[config.mk]
export PLATFORM = sky130hd
export DESIGN_NAME = cct_regs
export DESIGN_NICKNAME = d
export VERILOG_FILES = /design/src/cct_pkg.sv /design/src/cct_chan_if.sv /design/src/cct_chan_cmp.sv /design/src/cct_regs.sv
export SDC_FILE = /design/constraint.sdc
export NUM_CORES = 1
export LEC_CHECK = 0
export CAP_MARGIN = 25
export CORE_UTILIZATION = 30
export DETAILED_ROUTE_END_ITERATION = 7
export DONT_BUFFER_PORTS = 1
export SKIP_CTS_REPAIR_TIMING = 1
export SLEW_MARGIN = 25
export SYNTH_ARGS = -nofsm -noshare
export SYNTH_HDL_FRONTEND = slang
export SYNTH_HIERARCHICAL = 1
export SYNTH_SLANG_ARGS = --single-unit
[constraint.sdc]
create_clock -name core_clk_i -period 7 [get_ports core_clk_i]
set_input_delay 1.75 -clock core_clk_i [delete_from_list [all_inputs] [get_ports core_clk_i]]
set_output_delay 1.75 -clock core_clk_i [all_outputs]
set_load 0.02 [all_outputs]
[src/cct_pkg.sv]
`default_nettype none
package cct_pkg;
  // ==========================================================
  // register offsets
  localparam logic [7:0] ADDR_FLAGS      = 8'h11;
  localparam logic [7:0] ADDR_TUNE0      = 8'h43;
  localparam logic [7:0] ADDR_TUNE1      = 8'h44;
  localparam logic [7:0] ADDR_FILT       = 8'h45;
  localparam logic [7:0] ADDR_COMP0      = 8'h46;
  localparam logic [7:0] ADDR_COMP1      = 8'h47;
  localparam logic [7:0] ADDR_GAIN0      = 8'h48;
  localparam logic [7:0] ADDR_GAIN1      = 8'h49;
  localparam logic [7:0] ADDR_NEAR0      = 8'h50;
  localparam logic [7:0] ADDR_CONT0      = 8'h51;
  localparam logic [7:0] ADDR_NEAR1      = 8'h52;
  localparam logic [7:0] ADDR_CONT1      = 8'h53;
  localparam logic [7:0] ADDR_PAUSE      = 8'h54;
  // ==========================================================
  // reset values and filter write mask
  localparam logic [7:0] RST_TUNE        = 8'h50;
  localparam logic [7:0] RST_FILT        = 8'h00;
  localparam logic [7:0] RST_ZERO        = 8'h00;
  localparam logic [7:0] RST_PAUSE       = 8'h28;
  localparam logic [7:0] FILT_MASK       = 8'h6f;
  // ==========================================================
  // field positions
  localparam int BASE_LSB   = 6;
  localparam int TARGET_MSB = 5;
  localparam int DIV_BIT    = 6;
  localparam int BIDIR_BIT  = 5;
  localparam int LTA_LSB    = 2;
  localparam int COMPH_LSB  = 6;
  localparam int COARSE_LSB = 4;
  localparam int FLAG_NEAR0 = 0;
  localparam int FLAG_NEAR1 = 1;
  localparam int FLAG_CONT0 = 4;
  localparam int FLAG_CONT1 = 5;
  // ==========================================================
  // decoded values
  localparam logic [7:0] BASE_00 = 8'h4b;
  localparam logic [7:0] BASE_01 = 8'h64;
  localparam logic [7:0] BASE_10 = 8'h96;
  localparam logic [7:0] BASE_11 = 8'hc8;
  localparam logic [3:0] LTA_MIN = 4'h7;
  localparam logic [2:0] ACF_MIN = 3'h1;
  localparam int         TARGET_SHIFT = 5;
  // ==========================================================
  // timing
  localparam int CLK_HZ        = 250_000_000;
  localparam int PAUSE_TICK_MS = 500;
  localparam int PAUSE_TICK_CYC = CLK_HZ / 1000 * PAUSE_TICK_MS;
endpackage
`default_nettype wire

[src/cct_chan_if.sv]
`default_nettype none
interface cct_chan_if;
  logic [7:0]  near_thr;
  logic [7:0]  cont_thr;
  logic        bidir;
  logic [15:0] avg;
  logic [15:0] cnt;
  logic        near_hit;
  logic        cont_hit;
  modport ctl (output near_thr, cont_thr, bidir, avg, cnt,
               input near_hit, cont_hit);
  modport cmp (input near_thr, cont_thr, bidir, avg, cnt,
               output near_hit, cont_hit);
endinterface
`default_nettype wire

[src/cct_chan_cmp.sv]
`default_nettype none
module cct_chan_cmp (
  cct_chan_if.cmp ch
);
  logic [15:0] drop;
  logic [15:0] rise;
  logic [15:0] delta;
  always_comb begin
    drop = (ch.avg > ch.cnt) ? ch.avg - ch.cnt : 16'h0000;
    rise = (ch.cnt > ch.avg) ? ch.cnt - ch.avg : 16'h0000;
    // one-sided detection only looks at counts falling below average
    delta = (ch.bidir && rise > drop) ? rise : drop;
    ch.near_hit = delta > {8'h00, ch.near_thr};
    ch.cont_hit = delta > {8'h00, ch.cont_thr};
  end
endmodule
`default_nettype wire

[src/cct_regs.sv]
// Contract
// - tuning bits 7-6 pick base 75, 100, 150 or 200.
// - tuning bits 5-0 times thirty-two give the tuning target.
// - filter bit 6 enables the sampling capacitor divider.
// - filter bit 5 enables detection of deltas in both directions.
// - filter bits 3-2 pick long average weight 7 to 10.
// - compensation low bytes at 0x46 and 0x47.
// - gain bits 7-6 are compensation bits 9-8, forming ten bits.
// - gain bits 5-4 are the coarse multiplier.
// - gain bits 3-0 are the fine multiplier.
// - gain registers at 0x48 and 0x49.
// - flag event when average minus count exceeds the threshold.
// - thresholds at 0x50 to 0x53, near then contact per channel.
// - pause period counts 500 ms ticks, default 0x28 is 20 s.
// - flags at 0x11: bits 0,1 near, bits 4,5 contact.
`default_nettype none
module cct_regs #(
  parameter int PAUSE_TICK_CYC = cct_pkg::PAUSE_TICK_CYC
) (
  input  wire logic        core_clk_i,
  input  wire logic        rst_i,
  input  wire logic        wr_en_i,
  input  wire logic        rd_en_i,
  input  wire logic [7:0]  addr_i,
  input  wire logic [7:0]  wdata_i,
  output var  logic [7:0]  rdata_o,
  output var  logic        rvalid_o,
  input  wire logic [15:0] chan0_avg_i,
  input  wire logic [15:0] chan0_cnt_i,
  input  wire logic [15:0] chan1_avg_i,
  input  wire logic [15:0] chan1_cnt_i,
  input  wire logic        pause_start_i,
  output var  logic [7:0]  chan0_tuning_base_select_o,
  output var  logic [10:0] chan0_tuning_target_value_o,
  output var  logic [7:0]  chan1_tuning_base_select_o,
  output var  logic [10:0] chan1_tuning_target_value_o,
  output var  logic        cap_divider_en_o,
  output var  logic        bidir_en_o,
  output var  logic [3:0]  long_average_weight_o,
  output var  logic [2:0]  ac_filter_weight_o,
  output var  logic [9:0]  chan0_comp_o,
  output var  logic [9:0]  chan1_comp_o,
  output var  logic [1:0]  chan0_coarse_o,
  output var  logic [3:0]  chan0_fine_o,
  output var  logic [1:0]  chan1_coarse_o,
  output var  logic [3:0]  chan1_fine_o,
  output var  logic [5:0]  flags_o,
  output var  logic        pause_active_o
);
  // ==========================================================
  // state
  typedef struct packed {
    logic [7:0]  tune0;
    logic [7:0]  tune1;
    logic [7:0]  filt;
    logic [7:0]  comp0;
    logic [7:0]  comp1;
    logic [7:0]  gain0;
    logic [7:0]  gain1;
    logic [7:0]  near0;
    logic [7:0]  cont0;
    logic [7:0]  near1;
    logic [7:0]  cont1;
    logic [7:0]  pause;
    logic [7:0]  flags;
    logic [7:0]  rdata;
    logic        rvalid;
    logic [31:0] tick_cnt;
    logic [7:0]  pause_left;
  } cct_state_type;

  cct_state_type st_r;
  cct_state_type st_nxt;

  cct_chan_if ch0 ();
  cct_chan_if ch1 ();

  assign ch0.near_thr = st_r.near0;
  assign ch0.cont_thr = st_r.cont0;
  assign ch0.bidir    = st_r.filt[cct_pkg::BIDIR_BIT];
  assign ch0.avg      = chan0_avg_i;
  assign ch0.cnt      = chan0_cnt_i;
  assign ch1.near_thr = st_r.near1;
  assign ch1.cont_thr = st_r.cont1;
  assign ch1.bidir    = st_r.filt[cct_pkg::BIDIR_BIT];
  assign ch1.avg      = chan1_avg_i;
  assign ch1.cnt      = chan1_cnt_i;

  cct_chan_cmp u_cmp0 (
    .ch (ch0)
  );
  cct_chan_cmp u_cmp1 (
    .ch (ch1)
  );

  function automatic logic [7:0] base_of(input logic [1:0] code);
    unique case (code)
      2'b00: base_of = cct_pkg::BASE_00;
      2'b01: base_of = cct_pkg::BASE_01;
      2'b10: base_of = cct_pkg::BASE_10;
      2'b11: base_of = cct_pkg::BASE_11;
    endcase
  endfunction

  // ==========================================================
  // next state
  always_comb begin
    st_nxt = st_r;
    st_nxt.rvalid = 1'b0;
    if (wr_en_i) begin
      unique case (addr_i)
        cct_pkg::ADDR_TUNE0: st_nxt.tune0 = wdata_i;
        cct_pkg::ADDR_TUNE1: st_nxt.tune1 = wdata_i;
        cct_pkg::ADDR_FILT:  st_nxt.filt = wdata_i & cct_pkg::FILT_MASK;
        cct_pkg::ADDR_COMP0: st_nxt.comp0 = wdata_i;
        cct_pkg::ADDR_COMP1: st_nxt.comp1 = wdata_i;
        cct_pkg::ADDR_GAIN0: st_nxt.gain0 = wdata_i;
        cct_pkg::ADDR_GAIN1: st_nxt.gain1 = wdata_i;
        cct_pkg::ADDR_NEAR0: st_nxt.near0 = wdata_i;
        cct_pkg::ADDR_CONT0: st_nxt.cont0 = wdata_i;
        cct_pkg::ADDR_NEAR1: st_nxt.near1 = wdata_i;
        cct_pkg::ADDR_CONT1: st_nxt.cont1 = wdata_i;
        cct_pkg::ADDR_PAUSE: st_nxt.pause = wdata_i;
        default: ;
      endcase
    end
    // flags track the live comparison; read-only, writes ignored
    st_nxt.flags = 8'h00;
    st_nxt.flags[cct_pkg::FLAG_NEAR0] = ch0.near_hit;
    st_nxt.flags[cct_pkg::FLAG_NEAR1] = ch1.near_hit;
    st_nxt.flags[cct_pkg::FLAG_CONT0] = ch0.cont_hit;
    st_nxt.flags[cct_pkg::FLAG_CONT1] = ch1.cont_hit;
    if (rd_en_i) begin
      st_nxt.rvalid = 1'b1;
      unique case (addr_i)
        cct_pkg::ADDR_FLAGS: st_nxt.rdata = st_r.flags;
        cct_pkg::ADDR_TUNE0: st_nxt.rdata = st_r.tune0;
        cct_pkg::ADDR_TUNE1: st_nxt.rdata = st_r.tune1;
        cct_pkg::ADDR_FILT:  st_nxt.rdata = st_r.filt;
        cct_pkg::ADDR_COMP0: st_nxt.rdata = st_r.comp0;
        cct_pkg::ADDR_COMP1: st_nxt.rdata = st_r.comp1;
        cct_pkg::ADDR_GAIN0: st_nxt.rdata = st_r.gain0;
        cct_pkg::ADDR_GAIN1: st_nxt.rdata = st_r.gain1;
        cct_pkg::ADDR_NEAR0: st_nxt.rdata = st_r.near0;
        cct_pkg::ADDR_CONT0: st_nxt.rdata = st_r.cont0;
        cct_pkg::ADDR_NEAR1: st_nxt.rdata = st_r.near1;
        cct_pkg::ADDR_CONT1: st_nxt.rdata = st_r.cont1;
        cct_pkg::ADDR_PAUSE: st_nxt.rdata = st_r.pause;
        default:             st_nxt.rdata = 8'h00;
      endcase
    end
    // pause timer: reload from register, count down in ticks
    if (pause_start_i) begin
      st_nxt.pause_left = st_r.pause;
      st_nxt.tick_cnt = 32'h0000_0000;
    end else if (st_r.pause_left != 8'h00) begin
      if (st_r.tick_cnt == 32'(PAUSE_TICK_CYC - 1)) begin
        st_nxt.tick_cnt = 32'h0000_0000;
        st_nxt.pause_left = st_r.pause_left - 8'h01;
      end else begin
        st_nxt.tick_cnt = st_r.tick_cnt + 32'h0000_0001;
      end
    end
  end

  always_ff @(posedge core_clk_i) begin
    if (rst_i) begin
      st_r <= '0;
      st_r.tune0 <= cct_pkg::RST_TUNE;
      st_r.tune1 <= cct_pkg::RST_TUNE;
      st_r.filt  <= cct_pkg::RST_FILT;
      st_r.pause <= cct_pkg::RST_PAUSE;
    end else begin
      st_r <= st_nxt;
    end
  end

  // ==========================================================
  // decoded configuration
  always_comb begin
    chan0_tuning_base_select_o =
      base_of(st_r.tune0[7:cct_pkg::BASE_LSB]);
    chan1_tuning_base_select_o =
      base_of(st_r.tune1[7:cct_pkg::BASE_LSB]);
    chan0_tuning_target_value_o =
      {st_r.tune0[cct_pkg::TARGET_MSB:0], 5'b00000};
    chan1_tuning_target_value_o =
      {st_r.tune1[cct_pkg::TARGET_MSB:0], 5'b00000};
    cap_divider_en_o = st_r.filt[cct_pkg::DIV_BIT];
    bidir_en_o = st_r.filt[cct_pkg::BIDIR_BIT];
    long_average_weight_o = cct_pkg::LTA_MIN +
      {2'b00, st_r.filt[cct_pkg::LTA_LSB+1:cct_pkg::LTA_LSB]};
    ac_filter_weight_o = cct_pkg::ACF_MIN +
      {1'b0, st_r.filt[1:0]};
    chan0_comp_o = {st_r.gain0[7:cct_pkg::COMPH_LSB], st_r.comp0};
    chan1_comp_o = {st_r.gain1[7:cct_pkg::COMPH_LSB], st_r.comp1};
    chan0_coarse_o =
      st_r.gain0[cct_pkg::COARSE_LSB+1:cct_pkg::COARSE_LSB];
    chan1_coarse_o =
      st_r.gain1[cct_pkg::COARSE_LSB+1:cct_pkg::COARSE_LSB];
    chan0_fine_o = st_r.gain0[3:0];
    chan1_fine_o = st_r.gain1[3:0];
    flags_o = st_r.flags[5:0];
    pause_active_o = st_r.pause_left != 8'h00;
    rdata_o = st_r.rdata;
    rvalid_o = st_r.rvalid;
  end
endmodule
`default_nettype wire

### Word level (Yosys, flattened, before mapping)

Cells that the tools add are included.

| operators by class | value |
|---|---|
| $add $sub $neg | 8 |
| mux-type cells | 14 |
| $lt $le $gt $ge | 10 |
| reduce and logical (&&, ||, !) cells | 21 |
| equality and inequality tests | 20 |

Operators by type and width:

| cell | count |
|---|---|
| $pmux W8 S13 | 1 |
| $eq A8 B7 Y1 const B | 12 |
| $gt A16 B16 Y1 | 6 |
| $mux W16 | 6 |
| $gt A16 B8 Y1 | 4 |
| $pmux W8 S4 | 2 |
| $sub A16 B16 Y16 | 4 |
| $add A32 B1 Y32 const B | 1 |
| $eq A32 B27 Y1 const B | 1 |
| $mux W32 | 1 |
| $reduce_and A2 Y1 | 13 |
| $mux W8 | 3 |
| $eq A2 B2 Y1 const B | 4 |
| $eq A8 B5 Y1 const B | 1 |
| $reduce_bool A8 Y1 | 1 |
| $sub A8 B1 Y8 const B | 1 |
| $add A3 B2 Y4 const A | 1 |
| $eq A2 B1 Y1 const B | 2 |
| $logic_not A2 Y1 | 2 |
| $reduce_bool A2 Y1 | 2 |
| $add A1 B2 Y3 const A | 1 |
| $logic_and A1 B1 Y1 | 2 |
| $reduce_or A2 Y1 | 1 |
| $mux W1 | 1 |

| storage, ports and cells | value |
|---|---|
| logic and storage cells | 91 |
| register bits | 151 |
| input port bits | 85 |
| output and inout bits | 95 |

### Logic depth before layout (Yosys ltp)

Gate-level depths: netlist (run 1).

| logic depth | value |
|---|---|
| word-level depth | 6 |
| mapped depth | 32 |

### Cells and area by module

Netlist (run 1), hierarchy kept.

By module, submodules not included:

| module | area an instance (µm²) | cells an instance | times used | sequential area each (µm²) |
|---|---|---|---|---|
| cct_regs | 7719.9 | 873 | 1 | 2942.8 |
| cct_chan_cmp at u_cmp1 | 2787.7 | 410 | 1 | 0.0 |
| cct_chan_cmp at u_cmp0 | 2656.3 | 385 | 1 | 0.0 |

### Worst setup path before layout (run 1)

Ideal clock, no wire load.

| timing | value |
|---|---|
| path type | input to register |
| from | input port chan0_cnt_i[0] |
| to | register st_r (netlist bit flags_o[4]) |
| path buffers | 1 |
| stages on the path | 28 |
| data arrival time | 6.693 ns |
| slack | 0.181 ns |
| data required time | 6.873 ns |
| setup time | 0.127 ns |
| path through | inv_1 ha_1 inv_1 fa_1 a21o_1 a221oi_2 o311a_4 o21ai_2 a21oi_1 nor2_1 clkbuf_1 and2_1 ha_1 nand4_1 or2_2 o311ai_0 o311ai_1 or3_4 o21ai_2 ha_1 o21a_1 o21ai_0 nand2b_1 a21oi_1 o21ai_0 o21ai_0 nand3_1 nor2b_1 |

| on the way | value |
|---|---|
| longest elaborated chain between the ends | 6 |
| elaborated cells on any way between the ends | 10 |
| classes of those cells | add/sub (2); order compare (4); mux (3); reduce/logical (1) |

Ends and longest elaborated chain:

| what | line | RTL |
|---|---|---|
| start: declaration | cct_regs.sv:29 | `input wire logic [15:0] chan0_cnt_i,` |
| $sub A16 B16 Y16, or another cell as far along | cct_chan_cmp.sv:10 | `rise = (ch.cnt > ch.avg) ? ch.cnt - ch.avg : 16'h0000;` |
| $mux W16 (on tied branches) | cct_chan_cmp.sv:10, cct_chan_cmp.sv:9 |  |
| $gt A16 B16 Y1 | cct_chan_cmp.sv:12 | `delta = (ch.bidir && rise > drop) ? rise : drop;` |
| $logic_and A1 B1 Y1 | cct_chan_cmp.sv:12 |  |
| $mux W16 (*) | cct_chan_cmp.sv:12 |  |
| $gt A16 B8 Y1 (*) | cct_chan_cmp.sv:14 | `ch.cont_hit = delta > {8'h00, ch.cont_thr};` |
| net ch0.cont_hit | cct_chan_if.sv:9 | `logic cont_hit;` |
| end signal: assignment | cct_regs.sv:174 | `st_r <= st_nxt;` |
| end: declaration | cct_regs.sv:72 | `cct_state_type st_r;` |

The timed path passes the listed nets; every way through them passes the cells marked *.
A chain may end at the register's enable or synchronous reset.

### Final worst setup path (run 1)

| timing | value |
|---|---|
| from | input port chan1_avg_i[0] |
| to | register st_r (netlist bit flags_o[1]) |

| on the way | value |
|---|---|
| longest elaborated chain between the ends | 6 |
| elaborated cells on any way between the ends | 10 |
| classes of those cells | add/sub (2); order compare (4); mux (3); reduce/logical (1) |

Ends and longest elaborated chain:

| what | line | RTL |
|---|---|---|
| start: declaration | cct_regs.sv:30 | `input wire logic [15:0] chan1_avg_i,` |
| $sub A16 B16 Y16, or another cell as far along | cct_chan_cmp.sv:10 |  |
| $mux W16 (on tied branches) | cct_chan_cmp.sv:10, cct_chan_cmp.sv:9 |  |
| $gt A16 B16 Y1 | cct_chan_cmp.sv:12 |  |
| $logic_and A1 B1 Y1 | cct_chan_cmp.sv:12 |  |
| $mux W16 (*) | cct_chan_cmp.sv:12 |  |
| $gt A16 B8 Y1 (*) | cct_chan_cmp.sv:13 | `ch.near_hit = delta > {8'h00, ch.near_thr};` |
| net ch1.near_hit | cct_chan_if.sv:8 | `logic near_hit;` |

Marks and branches as above.

==> run metrics, run 1 <==
min-delay src st_r[57]; Fin Setup TNS 0 ps; IO buf count 0; Detailed Route WL around 38 mm; CTS tree built; NumNets Final approximately 1800; Root Buffer clkbuf_16; worst-margin pin slew between 800 and 900 ps; FF-to-FF setup slack roughly 4000 ps; Reg-to-Reg Start bidir_en_o; critical path endpoint category register; total power roughly 2.5 mW; Area contributors post-synth dfxtp_1, ha_1, mux2i_1; Remaining Overflow, GRT 0; Avg Cell Area, Syn around 7.9 µm²; top cell type's share of synthesized area 0.224; core area between 40000 and 50000 µm²; drt first-iter violations 727; min Tclk post-route ~6600 ps; post-DP HPWL about 30 mm; Hold Slack between 400 and 500 ps; synthesis warning total 6; post-synth cell types 93; antenna violations before repair 0; Num CTS Buffers 17; Cells after DPL around 2200; status completed; f_max 0.151 GHz; Levels on crit path 28; Via density 5.21; DR pass1 iterations 5; CTS Sinks 147; synthesized flop and latch total ~150; Max-Cap Viols 0; ANT cells 0; post-route insts no fill approximately 2200; ys flop type dfxtp_1; die area roughly 45000 µm²; unrepaired setup endpoints after global routing false; gr usage total 0.169; vias in the first global route 11200; io pins 180; post-layout util 0.323; largest net degree at the start of global routing 115; FF-to-FF End flags_o[1]; gp weighted congestion 0.898; register area share after synthesis 0.224; Leakage 5.93 nW; Mapped Area 13200 µm²; worst path bufs/invs 2; drt drc 0; routed length per placed instance about 17 µm; area leader, netlist dfxtp_1; Layout area overhead 5.90%; slowest cell on the critical path or4_1; Placement Setup Slack -343 ps; CTS clk-pin slew, worst paths 60 ps; clock latency on the worst-skew pair 430 ps; Layout fillers between 4000 and 5000; Die Y 211 µm; Die X about 210 µm; Crit path max-delay family compound AO/OA/AOI/OAI gates; Tcrit/Tclk final 0.947; Required @ worst endpoint between 7000 and 8000 ps; post-synthesis async set-or-reset flop share 0; Worst setup SP type primary input; Worst Clk Skew 13.9 ps; Syn Inst Count between 1500 and 2000; Pwr per Cell Area approximately 180 nW/µm²; critical path type in -> reg; crit path to flags_o[1]; Max clock buf depth 2; final slew viol count 0; Worst Reg-to-Reg Cells 14; worst setup margin 373 ps; area post-placement roughly 13000 µm²; share of layout cells above drive strength 1 0.0924; Multi-input gate area between 8000 and 9000 µm²; Setup crit start chan1_avg_i[0]; Routed Antenna Nets 0; Hold WC Path Type reg -> reg; Final Hold Viols 0; Crit path largest cell delay 450 ps; Peak VDD IR around 170 µV; Post-synth EDFFs 0; CTS H-tree depth 4; row count 76; Worst slew margin 0.400; worst-path fanout max 5; Initial Util 0.305; global-route wire length before repair roughly 60 mm; Vias approximately 11000; endpoints failing setup 0; Critical Path AT roughly 6900 ps; Sequential Area approximately 2900 µm²; final instance area ~14000 µm²
## cell families after synthesis
kind of cell	Yosys count	share of synthesized area
other cells	1	0.000285
mux	94	0.0798
compound gates	354	0.182
flops	147	0.224
xor+xnor	72	0.0479
fa+ha+maj	147	0.142
buf+inv	303	0.115
simple gates	550	0.210
## placed cells by master (no fill, tap or decap), drive strengths merged, types with 5 or more instances in the layout
| cell type | instances |
|---|---|
| and4 | 9 |
| a22oi | 8 |
| conb | 12 |
| and3 | 23 |
| a211oi | 14 |
| or2 | 10 |
| clkinv | 5 |
| mux2 | 8 |
| dfxtp | 147 |
| nand2b | 15 |
| clkbuf | 19 |
| a21o | 34 |
| ha | 143 |
| nor2b | 25 |
| o21a | 9 |
| nand3 | 55 |
| mux4 | 8 |
| o22ai | 5 |
| inv | 152 |
| xnor2 | 55 |
| mux2i | 78 |
| nand4 | 29 |
| a221oi | 11 |
| a31oi | 7 |
| a211o | 14 |
| a21oi | 121 |
| buf | 46 |
| and2 | 9 |
| xor2 | 17 |
| nor3 | 21 |
| o21ai | 75 |
| or3 | 14 |
| nor2 | 191 |
| nor4b | 9 |
| nor4 | 16 |
| o211ai | 9 |
| nand2 | 105 |
| a22o | 7 |
## state kept, by name, summed over array words and instances (netlist names)
| register | count |
|---|---|
| st_r | 56 |
| chan0_comp_o | 10 |
| chan1_comp_o | 10 |
| ch0.cont_thr | 8 |
| ch0.near_thr | 8 |
| ch1.cont_thr | 8 |
| ch1.near_thr | 8 |
| rdata_o | 8 |
| chan0_tuning_target_value_o | 6 |
| chan1_tuning_target_value_o | 6 |
| chan0_fine_o | 4 |
| chan1_fine_o | 4 |
| flags_o | 4 |
| chan0_coarse_o | 2 |
| chan1_coarse_o | 2 |
| bidir_en_o | 1 |
| cap_divider_en_o | 1 |
| rvalid_o | 1 |
## routing by layer
metal	vias to the layer above	global-route usage	share of wire
met3	47	0.0343	0.060
met4	0	0.0442	0.016
met1	5441	0.217	0.45
met5	-	0	0
met2	312	0.286	0.48
li1	5598	-	-
## worst min-delay path by stage
| stage | to | slack (ps) | depth (start not counted) |
|---|---|---|---|
| after floorplan | rdata_o[7] | 430 | 2 |
| after global placement | st_r[63] | 460 | 2 |
| after detailed placement | st_r[57] | 460 | 2 |
| after CTS | st_r[64] | 470 | 2 |
| after global routing | st_r[57] | 490 | 2 |
| final | st_r[57] | 480 | 2 |
## cell usage after synthesis (all sizes together), types with 14 or more instances
| library cell | instances |
|---|---|
| nor2 | 191 |
| inv | 148 |
| dfxtp | 147 |
| ha | 143 |
| a21oi | 121 |
| buf | 108 |
| nand2 | 105 |
| mux2i | 78 |
| o21ai | 75 |
| nand3 | 55 |
| xnor2 | 55 |
| clkbuf | 47 |
| a21o | 34 |
| nand4 | 29 |
| nor2b | 25 |
| and3 | 23 |
| nor3 | 21 |
| xor2 | 17 |
| nor4 | 16 |
| nand2b | 15 |
| a211o | 14 |
| a211oi | 14 |
| or3 | 14 |
## power breakdown
group          internal, mW  total (mW)  leakage, nW  switching [mW]
logic                 0.304       0.709         4.47           0.405
registers             0.847       0.872         1.19          0.0253
clock network         0.494       0.878        0.265           0.384
## layout make-up
type                            instances  area share
Tap cell                              585      0.0525
Multi-Input combinational cell       1229       0.631
Inverter                              148      0.0398
Clock inverter                         13     0.00915
Clock buffer                           19      0.0311
Timing Repair Buffer                   46      0.0257
Sequential cell                       147       0.211
## worst register-to-register path, delay by kind of cell (launching register included)
family / cells / cell delay (ps)
compound gates: 9 / 1390
fa+ha+maj: 1 / 290
flops: 1 / 660
simple gates: 4 / 450
No activity file was read; power rests on OpenSTA's default activity.
==> run 2, diff against run 1 <==
Settings changed: SYNTH_HIERARCHICAL 1 to default.
Clock period 7 ns to 8.5 ns, I/O delays scaled along.
==> run 2 against run 1 <==
Compared with the run above: the flow now finishes with violations (DRC); largest cell class unchanged; global-route usage shrank 0.50 points; critical endpoint is now flags_o[5]; worst setup slack gained 680 ps; count of clock-buffer cells in the layout shrank 2; largest power group unchanged; total power shrank 18%.
==> run metrics, run 2 <==
most common cell in the netlist nor2_1 (unchanged); Num CTS Buffers 17 (unchanged); Root Buffer clkbuf_16 (unchanged); unrepaired setup endpoints after global routing false (unchanged); endpoints failing setup 0 (unchanged); IO buf count 0 (unchanged); Cells after DPL 2047 (was 2155); f_max between 0.1 and 0.15 GHz; slowest cell on the critical path o21ai_0 (was or4_1); global-route wire length before repair 55.4 mm (was 60.3 mm); worst-margin pin slew 1020 ps (was 897 ps); vias in the first global route 10200 (was 11200); post-synthesis async set-or-reset flop share 0 (unchanged); Worst slew margin 0.315 (was 0.400); CTS Sinks 147 (unchanged); row count 74 (was 76); Die X 207 µm (was 211 µm); gr usage total 0.164 (was 0.169); Tcrit/Tclk final 0.876; Required @ worst endpoint 8770 ps (was 7310 ps); Setup crit start chan1_avg_i[5] (was chan1_avg_i[0]); Critical Path AT 7720 ps (was 6940 ps); die area 42800 µm² (was 44700 µm²); Most flops, register st_r (unchanged); Worst setup SP type primary input (unchanged); Crit path largest cell delay 610 ps (was 450 ps); min Tclk post-route around 7400 ps; final slew viol count 0 (unchanged); min-delay src ch0.cont_thr[2] (was st_r[57]); worst path bufs/invs 1 (was 2); Multi-input gate area 8390 µm² (was 8790 µm²); Reg-to-Reg Start bidir_en_o (unchanged); Max-Cap Viols 0 (unchanged); drt first-iter violations 934 (was 727); synthesis warning total 0 (was 6); most frequent cells in the layout nor2_1, dfxtp_1, nand2_1 (was nor2_1, inv_1, dfxtp_1); worst-path fanout max 15 (was 5); most frequent CP cell o21ai_0; Remaining Overflow, GRT 0 (unchanged); share of layout cells above drive strength 1 0.0485 (was 0.0924); core area 41100 µm² (was 43200 µm²); Post-synth EDFFs 0 (unchanged); top post-synthesis cells by count nor2_1, dfxtp_1, nand2_1 (was nor2_1, inv_1, dfxtp_1); Max clock buf depth 2 (unchanged); Fin Setup TNS 0 ps (unchanged); area leader, netlist dfxtp_1 (unchanged); leading cell type in the layout, fill and taps excluded nor2_1 (unchanged); max reg flops 56 (unchanged); Via density 5.31 (was 5.21); top cell type's share of synthesized area 0.233 (was 0.224); gp weighted congestion 0.948 (was 0.898); status finished with violations (was completed); Peak VDD IR 142 µV (was 170 µV); ys flop type dfxtp_1 (unchanged); Vias 11000 (was 11400); Crit path max-delay family compound AO/OA/AOI/OAI gates (unchanged); io pins 180 (unchanged); critical path endpoint category register (unchanged); Sequential Area 2940 µm² (unchanged); Layout area overhead 4.23% (was 5.90%); Final Hold Viols 0 (unchanged); ANT cells 0 (unchanged); NumNets Final 1765 (was 1821); CTS tree built (unchanged); post-synth cell types 80 (was 93); largest net degree at the start of global routing 113 (was 115); Leakage 5.50 nW (was 5.93 nW); Worst Clk Skew 10.0 ps (was 13.9 ps); Pwr per Cell Area 153 nW/µm² (was 176 nW/µm²); total power 2.01 mW (was 2.46 mW); synthesized flop and latch total 147 (unchanged); Hold WC Path Type reg -> reg (unchanged); Layout fillers 4396 (was 4653); failing checks DRC; Initial Util 0.307 (was 0.305); post-route insts no fill 2078 (was 2187); critical path type in -> reg (unchanged); Routed Antenna Nets 0 (unchanged); Avg Cell Area, Syn 7.66 µm² (was 7.89 µm²); Syn Inst Count 1646 (was 1668); clock latency on the worst-skew pair 430 ps (about the same); routed length per placed instance 17.3 µm (about the same); Detailed Route WL 35.9 mm (was 37.9 mm); CTS clk-pin slew, worst paths 70 ps (was 60 ps); drt drc 19 (was 0); Die Y 207 µm (was 211 µm); Mapped Area 12600 µm² (was 13200 µm²); Area contributors post-synth dfxtp_1, ha_1, a21oi_1 (was dfxtp_1, ha_1, mux2i_1); post-DP HPWL 28.0 mm (was 30.0 mm); DR pass1 iterations 8 (was 5); CTS H-tree depth 4 (unchanged); register area share after synthesis 0.233 (was 0.224); antenna violations before repair 0 (unchanged)
## run 2: cell types whose count changed in the layout (fill, tap and decap cells not counted), sizes merged, moves of 11 or more
cell and change:
nand2 +41, buf -39, nand3 +26, inv -21
mux2i -16, a21oi +14, nor2 -13, xor2 +13
a211o -11
## run 2: worst paths after layout
path / end / slack [ps] / depth (start not counted)
max: flags_o[5] / 1050 / 25
min: ch0.cont_thr[2] / 500 / 2
max reg2reg: flags_o[0] / 5320 / 14
min reg2reg: ch0.cont_thr[2] / 500 / 2
## run 2: tightest hold or removal path: stages, from the launching register on
cell     delay (ps)
dfxtp_1         330
mux2i_1          70
nor2_1           70
## run 2: kinds of logic after synthesis
logic type	count (synthesis)	share of synthesized area
multiplexers	71	0.0617
adder cells (fa/ha/maj)	146	0.147
other	1	0.000297
flip-flops	147	0.233
AND/OR/NAND/NOR	563	0.212
AO/OA/AOI/OAI	364	0.187
XOR/XNOR	76	0.0528
buffers and inverters	278	0.106
## run 2: cell type report
| cell class | instances | share of cell area |
|---|---|---|
| multi-input combinational | 1232 | 0.639 |
| sequential | 147 | 0.224 |
| tap | 532 | 0.0507 |
| inverter | 129 | 0.0369 |
| clock buffer | 17 | 0.0324 |
| clock inverter | 14 | 0.0136 |
| timing repair buffer | 7 | 0.00400 |
## run 2: power breakdown
part	switching, mW	internal [mW]	total [mW]	leakage, nW
combinational	0.307	0.217	0.524	4.03
clock	0.305	0.463	0.768	0.286
sequential	0.0200	0.697	0.717	1.19
## run 2: layer usage
layer / wire length [µm] / vias up / global-route usage
met3: 3130 / 47 / 0.0349
met2: 16400 / 377 / 0.269
met4: 771 / 0 / 0.0477
met1: 15500 / 5190 / 0.214
li1: - / 5415 / -
met5: 0 / - / 0
## run 2: per-stage QoR
stage                     hold WS (ps)  utilization  area [µm²]  setup slack, ps
after floorplan                    449            -       12600             1150
after global placement             475        0.305       12500              772
after detailed placement           481        0.305       12500              650
after CTS                          489        0.319       13100             1100
after global routing               524        0.320       13100              528
final                              504        0.320       13100             1050
